<file path="config.mk">
export PLATFORM = sky130hd
export DESIGN_NAME = cso_canopen_node
export DESIGN_NICKNAME = d
export VERILOG_FILES = /design/src/shared/cso_pkg.sv /design/src/core/cso_canopen_node.sv
export SDC_FILE = /design/constraint.sdc
export NUM_CORES = 2
export LEC_CHECK = 0
export BUFFER_PORTS_ARGS = -buffer_cell sky130_fd_sc_hd__buf_2
export CORE_ASPECT_RATIO = 0.5
export CORE_MARGIN = 1.5
export CORE_UTILIZATION = 60
export DETAILED_ROUTE_END_ITERATION = 16
export GPL_TIMING_DRIVEN = 1
export PLACE_DENSITY = 0.8
export SLEW_MARGIN = 20
export SYNTH_ARGS = -nofsm -noshare
export SYNTH_HDL_FRONTEND = slang
export SYNTH_SLANG_ARGS = --single-unit
</file>
<file path="constraint.sdc">
create_clock -name clk -period 6.57 [get_ports clk]
set_clock_uncertainty 0.1 [all_clocks]
set_input_delay 0.3285 -clock clk [delete_from_list [all_inputs] [get_ports clk]]
set_output_delay 0.3285 -clock clk [all_outputs]
set_load 0.03 [all_outputs]
</file>
<file path="src/shared/cso_pkg.sv">
package cso_pkg;
  // SDO abort codes carried in the abort data field.
  localparam logic [31:0] ABT_TOGGLE = 32'h0503_0000;
  localparam logic [31:0] ABT_CMD = 32'h0504_0001;
  localparam logic [31:0] ABT_ACCESS = 32'h0601_0000;
  localparam logic [31:0] ABT_RDONLY = 32'h0601_0002;
  localparam logic [31:0] ABT_NOOBJ = 32'h0602_0000;
  localparam logic [31:0] ABT_NOMAP = 32'h0604_0041;
  localparam logic [31:0] ABT_MAPLEN = 32'h0604_0042;
  localparam logic [31:0] ABT_LONG = 32'h0607_0012;
  localparam logic [31:0] ABT_SHORT = 32'h0607_0013;
  localparam logic [31:0] ABT_NOSUB = 32'h0609_0011;
  localparam logic [31:0] ABT_HIGH = 32'h0609_0031;
  localparam logic [31:0] ABT_LOW = 32'h0609_0032;
  localparam logic [31:0] ABT_GENERAL = 32'h0800_0000;
  localparam logic [31:0] ABT_STATE = 32'h0800_0022;
  // Dictionary indices handled here.
  localparam logic [15:0] IDX_ERRFLD = 16'h1003;
  localparam logic [15:0] IDX_RXCOM = 16'h1400;
  localparam logic [15:0] IDX_RXMAP = 16'h1600;
  localparam logic [15:0] IDX_TXCOM = 16'h1800;
  localparam logic [15:0] IDX_TXMAP = 16'h1A00;
  localparam logic [7:0] RXCOM_SUBS = 8'h02;
  // Transmission type limits.
  localparam logic [7:0] TT_SYNC_MAX = 8'hF0;
  localparam logic [7:0] TT_ASYNC_MIN = 8'hFE;
  localparam logic [7:0] TT_RESET = 8'hFF;
  // Mapping limit and COB-ID layout.
  localparam logic [6:0] MAP_MAX_BITS = 7'h40;
  localparam int COB_VALID_BIT = 31;
  localparam logic [10:0] COB_BASE0 = 11'h200;
  localparam logic [10:0] COB_STEP = 11'h100;
  localparam logic [31:0] COB_RESET = 32'h8000_0000;
  // APB register offsets.
  localparam logic [7:0] REG_CTRL = 8'h00;
  localparam logic [7:0] REG_STATUS = 8'h04;
  localparam logic [7:0] REG_COB0 = 8'h20;
  localparam logic [7:0] REG_TT0 = 8'h40;
  localparam logic [7:0] REG_MAP0 = 8'h60;
  localparam int CTRL_RESTART = 0;

  // Network management states seen by the block.
  typedef enum logic [1:0] {
    NMT_STOPPED = 2'b00,
    NMT_PREOP = 2'b01,
    NMT_OPER = 2'b10
  } cso_nmt_type;

  // One expedited SDO request from the master.
  typedef struct packed {
    logic [7:0] cmd;
    logic [15:0] index;
    logic [7:0] sub;
    logic [31:0] data;
  } cso_sdo_req_type;

  // Attributes of the addressed object from the dictionary.
  typedef struct packed {
    logic exists;
    logic sub_exists;
    logic read_only;
    logic mappable;
    logic [2:0] size;
    logic [31:0] max_val;
    logic [31:0] min_val;
    logic fault;
  } cso_obj_info_type;

  // One received CAN frame.
  typedef struct packed {
    logic [10:0] id;
    logic [63:0] data;
  } cso_frame_type;
endpackage

</file>
<file path="src/core/cso_canopen_node.sv">
// Register access over APB and the placing of the registers were left to the implementer.
`timescale 1ns/1ns
// Functional notes
// Failed SDO access sends 32-bit abort code.
// Unchanged segment toggle aborts with 05030000.
// Unknown command byte aborts with 05040001.
// Complete access aborts with 06010000.
// Read-only write aborts, entry kept.
// Missing index aborts with 06020000.
// Non-mappable object mapping aborts 06040041.
// Mapping over eight bytes aborts 06040042.
// Too many data bytes abort 06070012.
// Too few data bytes abort 06070013.
// Missing subindex aborts with 06090011.
// Value over limit aborts 06090031.
// Value under limit aborts 06090032.
// Other failures abort with 08000000.
// PDO parameter writes refused when Operational.
// PDOs processed only when Operational.
// Eight mappings, at most 64 bits.
// RX parameters have subindices 0, 1, 2.
// First four IDs fixed; valid bit writable.
// New identifier used only after restart.
// Types 00h-F0h commit on next SYNC.
// Types FEh/FFh commit on arrival.
module cso_canopen_node (
  // Clock and reset.
  input wire logic clk,
  input wire logic sys_rst,
  // APB slave.
  input wire logic psel,
  input wire logic penable,
  input wire logic pwrite,
  input wire logic [7:0] paddr,
  input wire logic [31:0] pwdata,
  output logic [31:0] prdata,
  output logic pready,
  output logic pslverr,
  // Node context.
  input wire logic [6:0] node_id,
  input wire cso_pkg::cso_nmt_type nmt_state,
  input wire logic comm_restart,
  // SDO request and dictionary attributes.
  input wire logic sdo_valid,
  input wire cso_pkg::cso_sdo_req_type sdo_req,
  input wire cso_pkg::cso_obj_info_type obj_info,
  // SDO answer.
  output logic sdo_ok,
  output logic sdo_abort,
  output logic [31:0] abort_code,
  // Received frames and SYNC.
  input wire logic rx_valid,
  input wire cso_pkg::cso_frame_type rx_frame,
  input wire logic sync_pulse,
  // Committed PDO data towards the dictionary.
  output logic commit_valid,
  output logic [2:0] commit_map,
  output logic [63:0] commit_data
);
  import cso_pkg::*;

  logic [31:0] cob_q [8];       // Written COB-IDs, not yet in use.
  logic [31:0] act_q [8];       // COB-IDs the receiver matches.
  logic [7:0] tt_q [8];         // Transmission types.
  logic [6:0] map_bits_q [8];   // Mapped length in bits.
  logic [63:0] buf_q [8];       // Buffered PDO payloads.
  logic [7:0] pend_q;           // Waiting for SYNC.
  logic [7:0] ready_q;          // Waiting for the commit port.
  logic seg_q;                  // Segmented upload running.
  logic toggle_q;               // Expected toggle bit.
  logic [31:0] last_abort_q;    // Latest abort code for software.
  logic restart_q;              // Software restart pulse.

  // Decoded request fields.
  logic [2:0] ccs;
  logic is_write;
  logic [2:0] nbytes;
  logic [2:0] slot;
  logic pdo_par;
  logic rx_com;
  logic rx_map;
  logic [7:0] mlen;
  logic [7:0] msum;
  logic [31:0] code_d;
  logic fail_d;

  assign ccs = sdo_req.cmd[7:5];
  assign is_write = (ccs == 3'h1);
  // Expedited length is four minus the unused-byte count.
  assign nbytes = 3'h4 - {1'b0, sdo_req.cmd[3:2]};
  assign slot = sdo_req.index[2:0];
  assign pdo_par = (sdo_req.index[15:3] == IDX_RXCOM[15:3])
                || (sdo_req.index[15:3] == IDX_RXMAP[15:3])
                || (sdo_req.index[15:3] == IDX_TXCOM[15:3])
                || (sdo_req.index[15:3] == IDX_TXMAP[15:3]);
  assign rx_com = (sdo_req.index[15:3] == IDX_RXCOM[15:3]);
  assign rx_map = (sdo_req.index[15:3] == IDX_RXMAP[15:3]);
  assign mlen = sdo_req.data[7:0];
  assign msum = {1'b0, map_bits_q[slot]} + mlen;

  // Abort cause selection; earlier checks win over later ones.
  always_comb begin
    fail_d = 1'b1;
    code_d = ABT_GENERAL;
    // command byte check
    if (!(ccs inside {3'h1, 3'h2, 3'h3, 3'h4})) begin
      code_d = ABT_CMD;
    // toggle bit check
    end else if (ccs == 3'h3 && (!seg_q || sdo_req.cmd[4] != toggle_q)) begin
      code_d = ABT_TOGGLE;
    end else if (ccs == 3'h3 || ccs == 3'h4) begin
      fail_d = 1'b0;
    // complete access refused
    end else if (sdo_req.cmd[4]) begin
      code_d = ABT_ACCESS;
    // index lookup
    end else if (!obj_info.exists) begin
      code_d = ABT_NOOBJ;
    // subindex lookup; RX records stop at subindex 2
    end else if (!obj_info.sub_exists || (rx_com && sdo_req.sub > RXCOM_SUBS)) begin
      code_d = ABT_NOSUB;
    end else if (!is_write) begin
      fail_d = obj_info.fault;
    // PDO parameters locked while Operational
    end else if (pdo_par && nmt_state == NMT_OPER) begin
      code_d = ABT_STATE;
    // read-only entry
    end else if (obj_info.read_only) begin
      code_d = ABT_RDONLY;
    // too many bytes
    end else if (sdo_req.cmd[0] && nbytes > obj_info.size) begin
      code_d = ABT_LONG;
    // too few bytes
    end else if (sdo_req.cmd[0] && nbytes < obj_info.size) begin
      code_d = ABT_SHORT;
    // mappable check
    end else if (rx_map && sdo_req.sub != 8'h00 && !obj_info.mappable) begin
      code_d = ABT_NOMAP;
    // mapping length limit
    end else if (rx_map && sdo_req.sub != 8'h00 && msum > {1'b0, MAP_MAX_BITS}) begin
      code_d = ABT_MAPLEN;
    // upper limit, error counter accepts only zero
    end else if ((sdo_req.index == IDX_ERRFLD && sdo_req.sub == 8'h00
                  && sdo_req.data != 32'h0) || sdo_req.data > obj_info.max_val) begin
      code_d = ABT_HIGH;
    // lower limit
    end else if (sdo_req.data < obj_info.min_val) begin
      code_d = ABT_LOW;
    end else begin
      // anything else the dictionary flags
      fail_d = obj_info.fault;
    end
  end

  // SDO answer; the abort carries the selected code.
  always_ff @(posedge clk) begin
    if (sys_rst) begin
      sdo_ok <= 1'b0;
      sdo_abort <= 1'b0;
      abort_code <= 32'h0000_0000;
      last_abort_q <= 32'h0000_0000;
    end else begin
      // A received abort from the master is not confirmed.
      sdo_ok <= sdo_valid && !fail_d && ccs != 3'h4;
      // abort with error code
      sdo_abort <= sdo_valid && fail_d;
      if (sdo_valid && fail_d) begin
        abort_code <= code_d;
        last_abort_q <= code_d;
      end
    end
  end

  // Segmented upload tracking; toggle restarts at 0 per transfer.
  always_ff @(posedge clk) begin
    if (sys_rst) begin
      seg_q <= 1'b0;
      toggle_q <= 1'b0;
    end else if (sdo_valid) begin
      if (ccs == 3'h2 && !fail_d) begin
        seg_q <= 1'b1;
        toggle_q <= 1'b0;
      // expect alternation
      end else if (ccs == 3'h3 && !fail_d) begin
        toggle_q <= !toggle_q;
      end else begin
        seg_q <= 1'b0;
      end
    end
  end

  // RX PDO parameters written through accepted SDO downloads.
  always_ff @(posedge clk) begin
    if (sys_rst) begin
      for (int i = 0; i < 8; i++) begin
        cob_q[i] <= COB_RESET;
        tt_q[i] <= TT_RESET;
        map_bits_q[i] <= 7'h00;
      end
    end else if (sdo_valid && is_write && !fail_d) begin
      // subindex 1 identifier, 2 transmission type
      if (rx_com && sdo_req.sub == 8'h01) begin
        // fixed IDs take only the valid bit
        if (!slot[2]) begin
          cob_q[slot][COB_VALID_BIT] <= sdo_req.data[COB_VALID_BIT];
        end else begin
          cob_q[slot] <= sdo_req.data;
        end
      end
      if (rx_com && sdo_req.sub == 8'h02) begin
        tt_q[slot] <= sdo_req.data[7:0];
      end
      // track mapped length; zero count clears it
      if (rx_map && sdo_req.sub == 8'h00 && sdo_req.data == 32'h0) begin
        map_bits_q[slot] <= 7'h00;
      end else if (rx_map && sdo_req.sub != 8'h00) begin
        map_bits_q[slot] <= msum[6:0];
      end
    end
  end

  // Identifiers in use change only on a restart of communication.
  always_ff @(posedge clk) begin
    if (sys_rst) begin
      for (int i = 0; i < 8; i++) begin
        act_q[i] <= COB_RESET;
      end
    // apply identifiers on restart
    end else if (comm_restart || restart_q) begin
      for (int i = 0; i < 8; i++) begin
        act_q[i] <= cob_q[i];
        // base plus node ID for the first four
        if (i < 4) begin
          act_q[i][10:0] <= COB_BASE0 + COB_STEP * 11'(i) + {4'h0, node_id};
          act_q[i][30:11] <= 20'h0_0000;
        end
      end
    end
  end

  // Receive path: match, buffer and schedule commits.
  always_ff @(posedge clk) begin
    if (sys_rst) begin
      pend_q <= 8'h00;
      ready_q <= 8'h00;
      for (int i = 0; i < 8; i++) begin
        buf_q[i] <= 64'h0;
      end
    end else begin
      // Drain one ready mapping per cycle, lowest first.
      for (int i = 7; i >= 0; i--) begin
        if (ready_q[i] && (ready_q & ((8'h01 << i) - 8'h01)) == 8'h00) begin
          ready_q[i] <= 1'b0;
        end
      end
      // SYNC releases buffered data
      // Merge with bits still waiting, so an unserved arrival is never lost.
      if (sync_pulse && nmt_state == NMT_OPER) begin
        for (int i = 0; i < 8; i++) begin
          if (pend_q[i]) begin
            ready_q[i] <= 1'b1;
          end
        end
        pend_q <= 8'h00;
      end
      // only Operational receives PDOs
      if (rx_valid && nmt_state == NMT_OPER) begin
        for (int i = 0; i < 8; i++) begin
          if (!act_q[i][COB_VALID_BIT] && act_q[i][10:0] == rx_frame.id) begin
            // synchronous types wait for SYNC
            if (tt_q[i] <= TT_SYNC_MAX) begin
              buf_q[i] <= rx_frame.data;
              pend_q[i] <= 1'b1;
            // asynchronous types commit now; set beats drain
            end else if (tt_q[i] >= TT_ASYNC_MIN) begin
              buf_q[i] <= rx_frame.data;
              ready_q[i] <= 1'b1;
            end
          end
        end
      end
    end
  end

  // Commit port presents the lowest ready mapping.
  always_ff @(posedge clk) begin
    if (sys_rst) begin
      commit_valid <= 1'b0;
      commit_map <= 3'h0;
      commit_data <= 64'h0;
    end else begin
      commit_valid <= |ready_q;
      for (int i = 7; i >= 0; i--) begin
        if (ready_q[i]) begin
          commit_map <= 3'(i);
          commit_data <= buf_q[i];
        end
      end
    end
  end

  // APB slave with no wait state; read data comes from a flop loaded in the setup cycle.
  always_ff @(posedge clk) begin
    if (sys_rst) begin
      pready <= 1'b0;
      pslverr <= 1'b0;
      prdata <= 32'h0;
      restart_q <= 1'b0;
    end else begin
      pready <= psel && !penable;
      restart_q <= 1'b0;
      pslverr <= 1'b0;
      prdata <= 32'h0;
      if (psel && !penable) begin
        if (paddr == REG_CTRL) begin
          prdata <= 32'h0;
        end else if (paddr == REG_STATUS) begin
          prdata <= last_abort_q;
        end else if (paddr[7:5] == REG_COB0[7:5] && paddr[1:0] == 2'b00) begin
          prdata <= act_q[paddr[4:2]];
        end else if (paddr[7:5] == REG_TT0[7:5] && paddr[1:0] == 2'b00) begin
          prdata <= {24'h0, tt_q[paddr[4:2]]};
        end else if (paddr[7:5] == REG_MAP0[7:5] && paddr[1:0] == 2'b00) begin
          prdata <= {25'h0, map_bits_q[paddr[4:2]]};
        end else begin
          // Unmapped addresses answer with an error.
          pslverr <= 1'b1;
        end
        // Only the control word is writable; the rest reads back state.
        if (pwrite && paddr != REG_CTRL) begin
          pslverr <= 1'b1;
        end
      end
      if (psel && penable && pready && pwrite && paddr == REG_CTRL) begin
        restart_q <= pwdata[CTRL_RESTART];
      end
      if (psel && penable && pready) begin
        pready <= 1'b0;
      end
    end
  end
endmodule

</file>
# Yosys cells after proc, flatten, opt, wreduce, memory -nomap -nowiden
# Memory sizes are Yosys's and may differ from the RTL's.
# Cells that the tools add are included.
# Widths: inputs -> output; s select.
# op_classes
n_addsub	6
magnitude_cmp	22
n_eq_ne	27
mux	277
bitwise_logic	36
reduce_logical	102
# ops
operator	count
$mux 64	24
$mux 32	14
$mux 28	12
$mux 1	200
$eq 11x11->1	8
$mux 20	4
$logic_not 8->1	9
$ge 8x8->1 const B	8
$le 8x8->1 const B	8
$eq 13x10->1 const B	4
$mux 8	6
$logic_and 1x1->1	47
$mux 11	4
$or 1x1->1	34
$gt 32x32->1	1
$logic_not 32->1	1
$lt 32x32->1	1
$reduce_bool 32->1	1
$reduce_or 32->1	1
$reduce_bool 8->1	3
$add 10x7->11 const A	2
$add 11x7->11 const A	2
$mux 3	7
$mux 7	3
32 further kinds	66
# word_totals
ff_bits	155
ramBits	1144
input_bits	269
out_inout_bits	136
elab_cells	491
mem_count	5
# memory_table
name	words	width	read_ports	rd_ports_with_merged_regs	wr	line_no	source
buf_q	8	64	8	0	8	cso_canopen_node.sv:66	logic [63:0] buf_q [8];
act_q	8	32	9	0	8	cso_canopen_node.sv:63	logic [31:0] act_q [8];
cob_q	8	32	8	0	8	cso_canopen_node.sv:62	logic [31:0] cob_q [8];
tt_q	8	8	9	0	8	cso_canopen_node.sv:64	logic [7:0] tt_q [8];
map_bits_q	8	7	2	0	8	cso_canopen_node.sv:65	logic [6:0] map_bits_q [8];

# Longest topological paths before layout
# logic_depth
depth_word	26
depth_mapped	19
depth_no_buf	15

# Worst setup path after synthesis
# No wires, ideal clock.
# synth_path
path_kind	input port to flip-flop
start	input sdo_req[41] in the netlist's numbering
end	memory cob_q[6][0] (enable)
setup_time_ps	374
t_arrival_ps	4615
required_ps	6096
path_slack_ps	1481
stages	17
n_path_buf	3
cell_sequence	clkbuf_1 -> buf_1 -> nor2_1 -> a22oi_1 -> nor2_1 -> a221oi_1 -> inv_1 -> ha_1 -> a211oi_1 -> or4b_2 -> o311ai_0 -> o311ai_4 -> and3_4 -> nand4_4 -> buf_6 -> a2111oi_4 -> or2_2
# synth_lines
element	line_no	source
start, declared	cso_canopen_node.sv:45	input wire cso_pkg::cso_sdo_req_type sdo_req,
end, declared	cso_canopen_node.sv:62	

==> summary.txt <==
Root buf cell - clkbuf_16
Register bit total from synthesis - 1040
Worst path cell trace - mux2_2, a22oi_1, nor2_1, a221oi_1, inv_1, ha_1, a211oi_1, or4b_2, o311ai_0, o311ai_4, and3_4, nand4_4, a2111oi_4, or2_2, buf_12
Startpoint types - flip-flop
Total number of vias - 32600
Delay-heaviest family, CP - compound AO/OA/AOI/OAI gates
Synth top area share - 56.9%
DIE AREA - 81300 um2
Setup Viol. Count Final - 0
Die H - 202 um
Tot GR Track Use - 29.7%
Relative slew slack - 27.2%
Die W - 402 um
FFs w/ async S/R, synth - 0%
Period utilization - 79.7%
Critical path buffers and inverters - 2
Nets - 4631
Setup_tns - 0 ns
Clock latency on the worst-skew pair - 0.68 ns
Maxcap violations - 0
Synth area leaders - edfxtp_1 57%, dfxtp_1 5.8%, nor2_1 4.3%
Post-Syn Area - 47700 um2
Cts repair resizes - 0
Most common cell in the netlist - edfxtp_1
Antenna Violating Nets Remaining - 0
YS warnings - 0
Sequential cell area fraction in the yosys report - 62.6%
Number of global-route vias before repair - 32000
DRT Wirelength - 122000 um
GR Overflow Total - 0
Routability cong. - 0.907
Setup bufs post-CTS - 0
Layout cells sized above 1 - 15.6%
Worst EP required - 6.85 ns
WL per Instance - 22.5 um
Post-synth EDFFs - 903
Fin area - 54200 um2
Core area - 78000 um2
Pleak - 20.3 nW
Worst-Margin Slew - 1.09 ns
Syn Inst Count - 3936
DRT iter0 DRCs - 3614
Pwr per Cell Area - 255 nW/um2
Number of distinct library cells after synthesis - 88
RSZ-0062 raised after global routing - false
Drc violations - 0
# port buffers - 353
Initial Utilization - 61.1%
CTS tree - built
Fin. Hold Viols - 0
Commonest cells in the netlist - 903 x edfxtp_1, 542 x nor2_1, 346 x nand2_1, 210 x and2_1, 200 x mux2i_1
Hpwl dp - 76300 um
Vias/cell - 6.04
Setup crit end kind - flip-flop
Clock sink count - 1040
CP max-delay cell - a221oi_1
Reg clk slew, reported paths - 0.06 ns
Crit Path Class - flip-flop to flip-flop
First-pass GRT wire length - 185000 um
Initial antenna violation count - 7
Post-DP Area - 50400 um2
PnR worst setup slack - 1.33 ns
Largest net degree at the start of global routing - 97
Ys flop type - edfxtp_1
Num CTS Buffers - 88
H-tree depth - 3
Crit-path max cell delay - 0.51 ns
Pre-CTS setup slack - 0.770 ns
Crit path time final - 5.24 ns
Worst min path class - primary input to flip-flop
CTS Buffer Depth - 3
Drt pass-1 iters - 6
Worst IR drop on VDD - 178 uV
I/O pins - 405
Syn_area_per_cell - 12.1 um2
Number of cell rows - 72
Worst-path maximum fanout - 16
Pins Over Slew Limit - 0
WP data arrival - 5.52 ns
Area Growth Syn to Fin - 13.7%
Synth area leader - edfxtp_1
Design Power - 13.8 mW
Fin Hold WS - 0.0416 ns
Max frequency - 0.191 GHz
Status - finished, final reports clean
-- metrics by stage --
step           util, %  std cells
6_report          69.5       5402
3_3_place_gp      64.5       5129
5_1_grt           69.5       5402
4_1_cts           69.5       5398
2_1_floorplan        -       3954
3_5_place_dp      64.5       5129
-- cells by family after synthesis --
family                     count (synthesis)  synth area share [%]
buffers and inverters                    428                  3.56
DFF                                     1040                  62.6
adders and majority gates                 75                  1.98
and+or+nand+nor                         1538                  15.5
AOI/OAI and AO/OA                        509                  7.35
muxes                                    284                  7.88
xor gates and xnor gates                  61                  1.12
other                                      1               0.00786
-- routing by layer --
| layer | vias up | track usage (%) | share of wire [%] |
|---|---|---|---|
| met4 | 2 | 11.1 | 3.3 |
| met3 | 217 | 4.13 | 7.5 |
| li1 | 14900 | - | - |
| met2 | 1434 | 50.5 | 50 |
| met1 | 16100 | 39.3 | 39 |
| met5 | - | 0 | 0.0099 |
-- flip-flops by register name, summed over array words and instances (netlist names), 13 cells and up --
| name | cells |
|---|---|
| act_q | 140 |
| buf_q | 512 |
| cob_q | 132 |
| commit_data | 64 |
| last_abort_q | 13 |
| map_bits_q | 56 |
| prdata | 32 |
| tt_q | 64 |
-- final cells by class --
class	instances	area, um2
sequential	1040	29900
timing repair buffer	517	3370
multi-input combinational	2486	16300
antenna	3	7.51
clock inverter	34	363
fill	5305	23800
clock buffer	132	2440
tap	1036	1300
inverter	154	582
-- cells in the final DEF (no fill, tap or decap), types with 8 or more instances in the layout --
master	count
clkinv_1	8
or3_1	10
dlygate4sd3_1	103
nand4_1	23
a21oi_1	59
a22oi_1	21
ha_1	74
a211oi_1	120
edfxtp_1	903
o21ai_0	158
dfxtp_1	131
mux2_2	12
nand2_1	340
mux2i_1	200
or2_2	14
and4_1	9
xor2_1	43
and2_1	209
mux4_2	72
nand2b_1	16
and3_1	72
nor2b_1	134
clkinv_2	13
o22ai_1	16
nor4_1	32
a41o_1	9
xnor2_1	18
nor2_1	540
clkbuf_1	37
nor3_1	67
clkbuf_16	88
a21o_1	20
a221oi_1	15
buf_4	54
nand3_1	28
conb_1	19
buf_2	351
inv_1	151
-- worst register-to-register path: cells and delay by family, from the launching register on --
family / cells / cell delay, ns
mux: 1 / 0.27
compound gates: 6 / 2.18
fa+ha+maj: 1 / 0.29
flops: 1 / 0.40
buf+inv: 2 / 0.35
simple gates: 5 / 1.34
-- power by group --
group	total, mW	internal, mW	switching [mW]
Combinational	1.06	0.397	0.664
Sequential	7.59	7.47	0.116
Clock	5.20	2.82	2.38
Total	13.8	10.7	3.16
-- what timing repair did --
action / in CTS / in global routing
hold buffers: 103 / 0
hold endpoints to repair: 305 / 0
setup endpoints to repair: 0 / 0
-- final timing paths --
path	start	end	slack, ns	cells past startpoint
min reg2reg	pend_q[5]	pend_q[5]	0.36	2
max	map_bits_q[1][1]	cob_q[7][11]	1.33	15
min	sdo_req[31]	cob_q[4][31]	0.04	2
max reg2reg	map_bits_q[1][1]	cob_q[7][11]	1.33	15
Note: power is estimated with default switching activity, not from simulation.
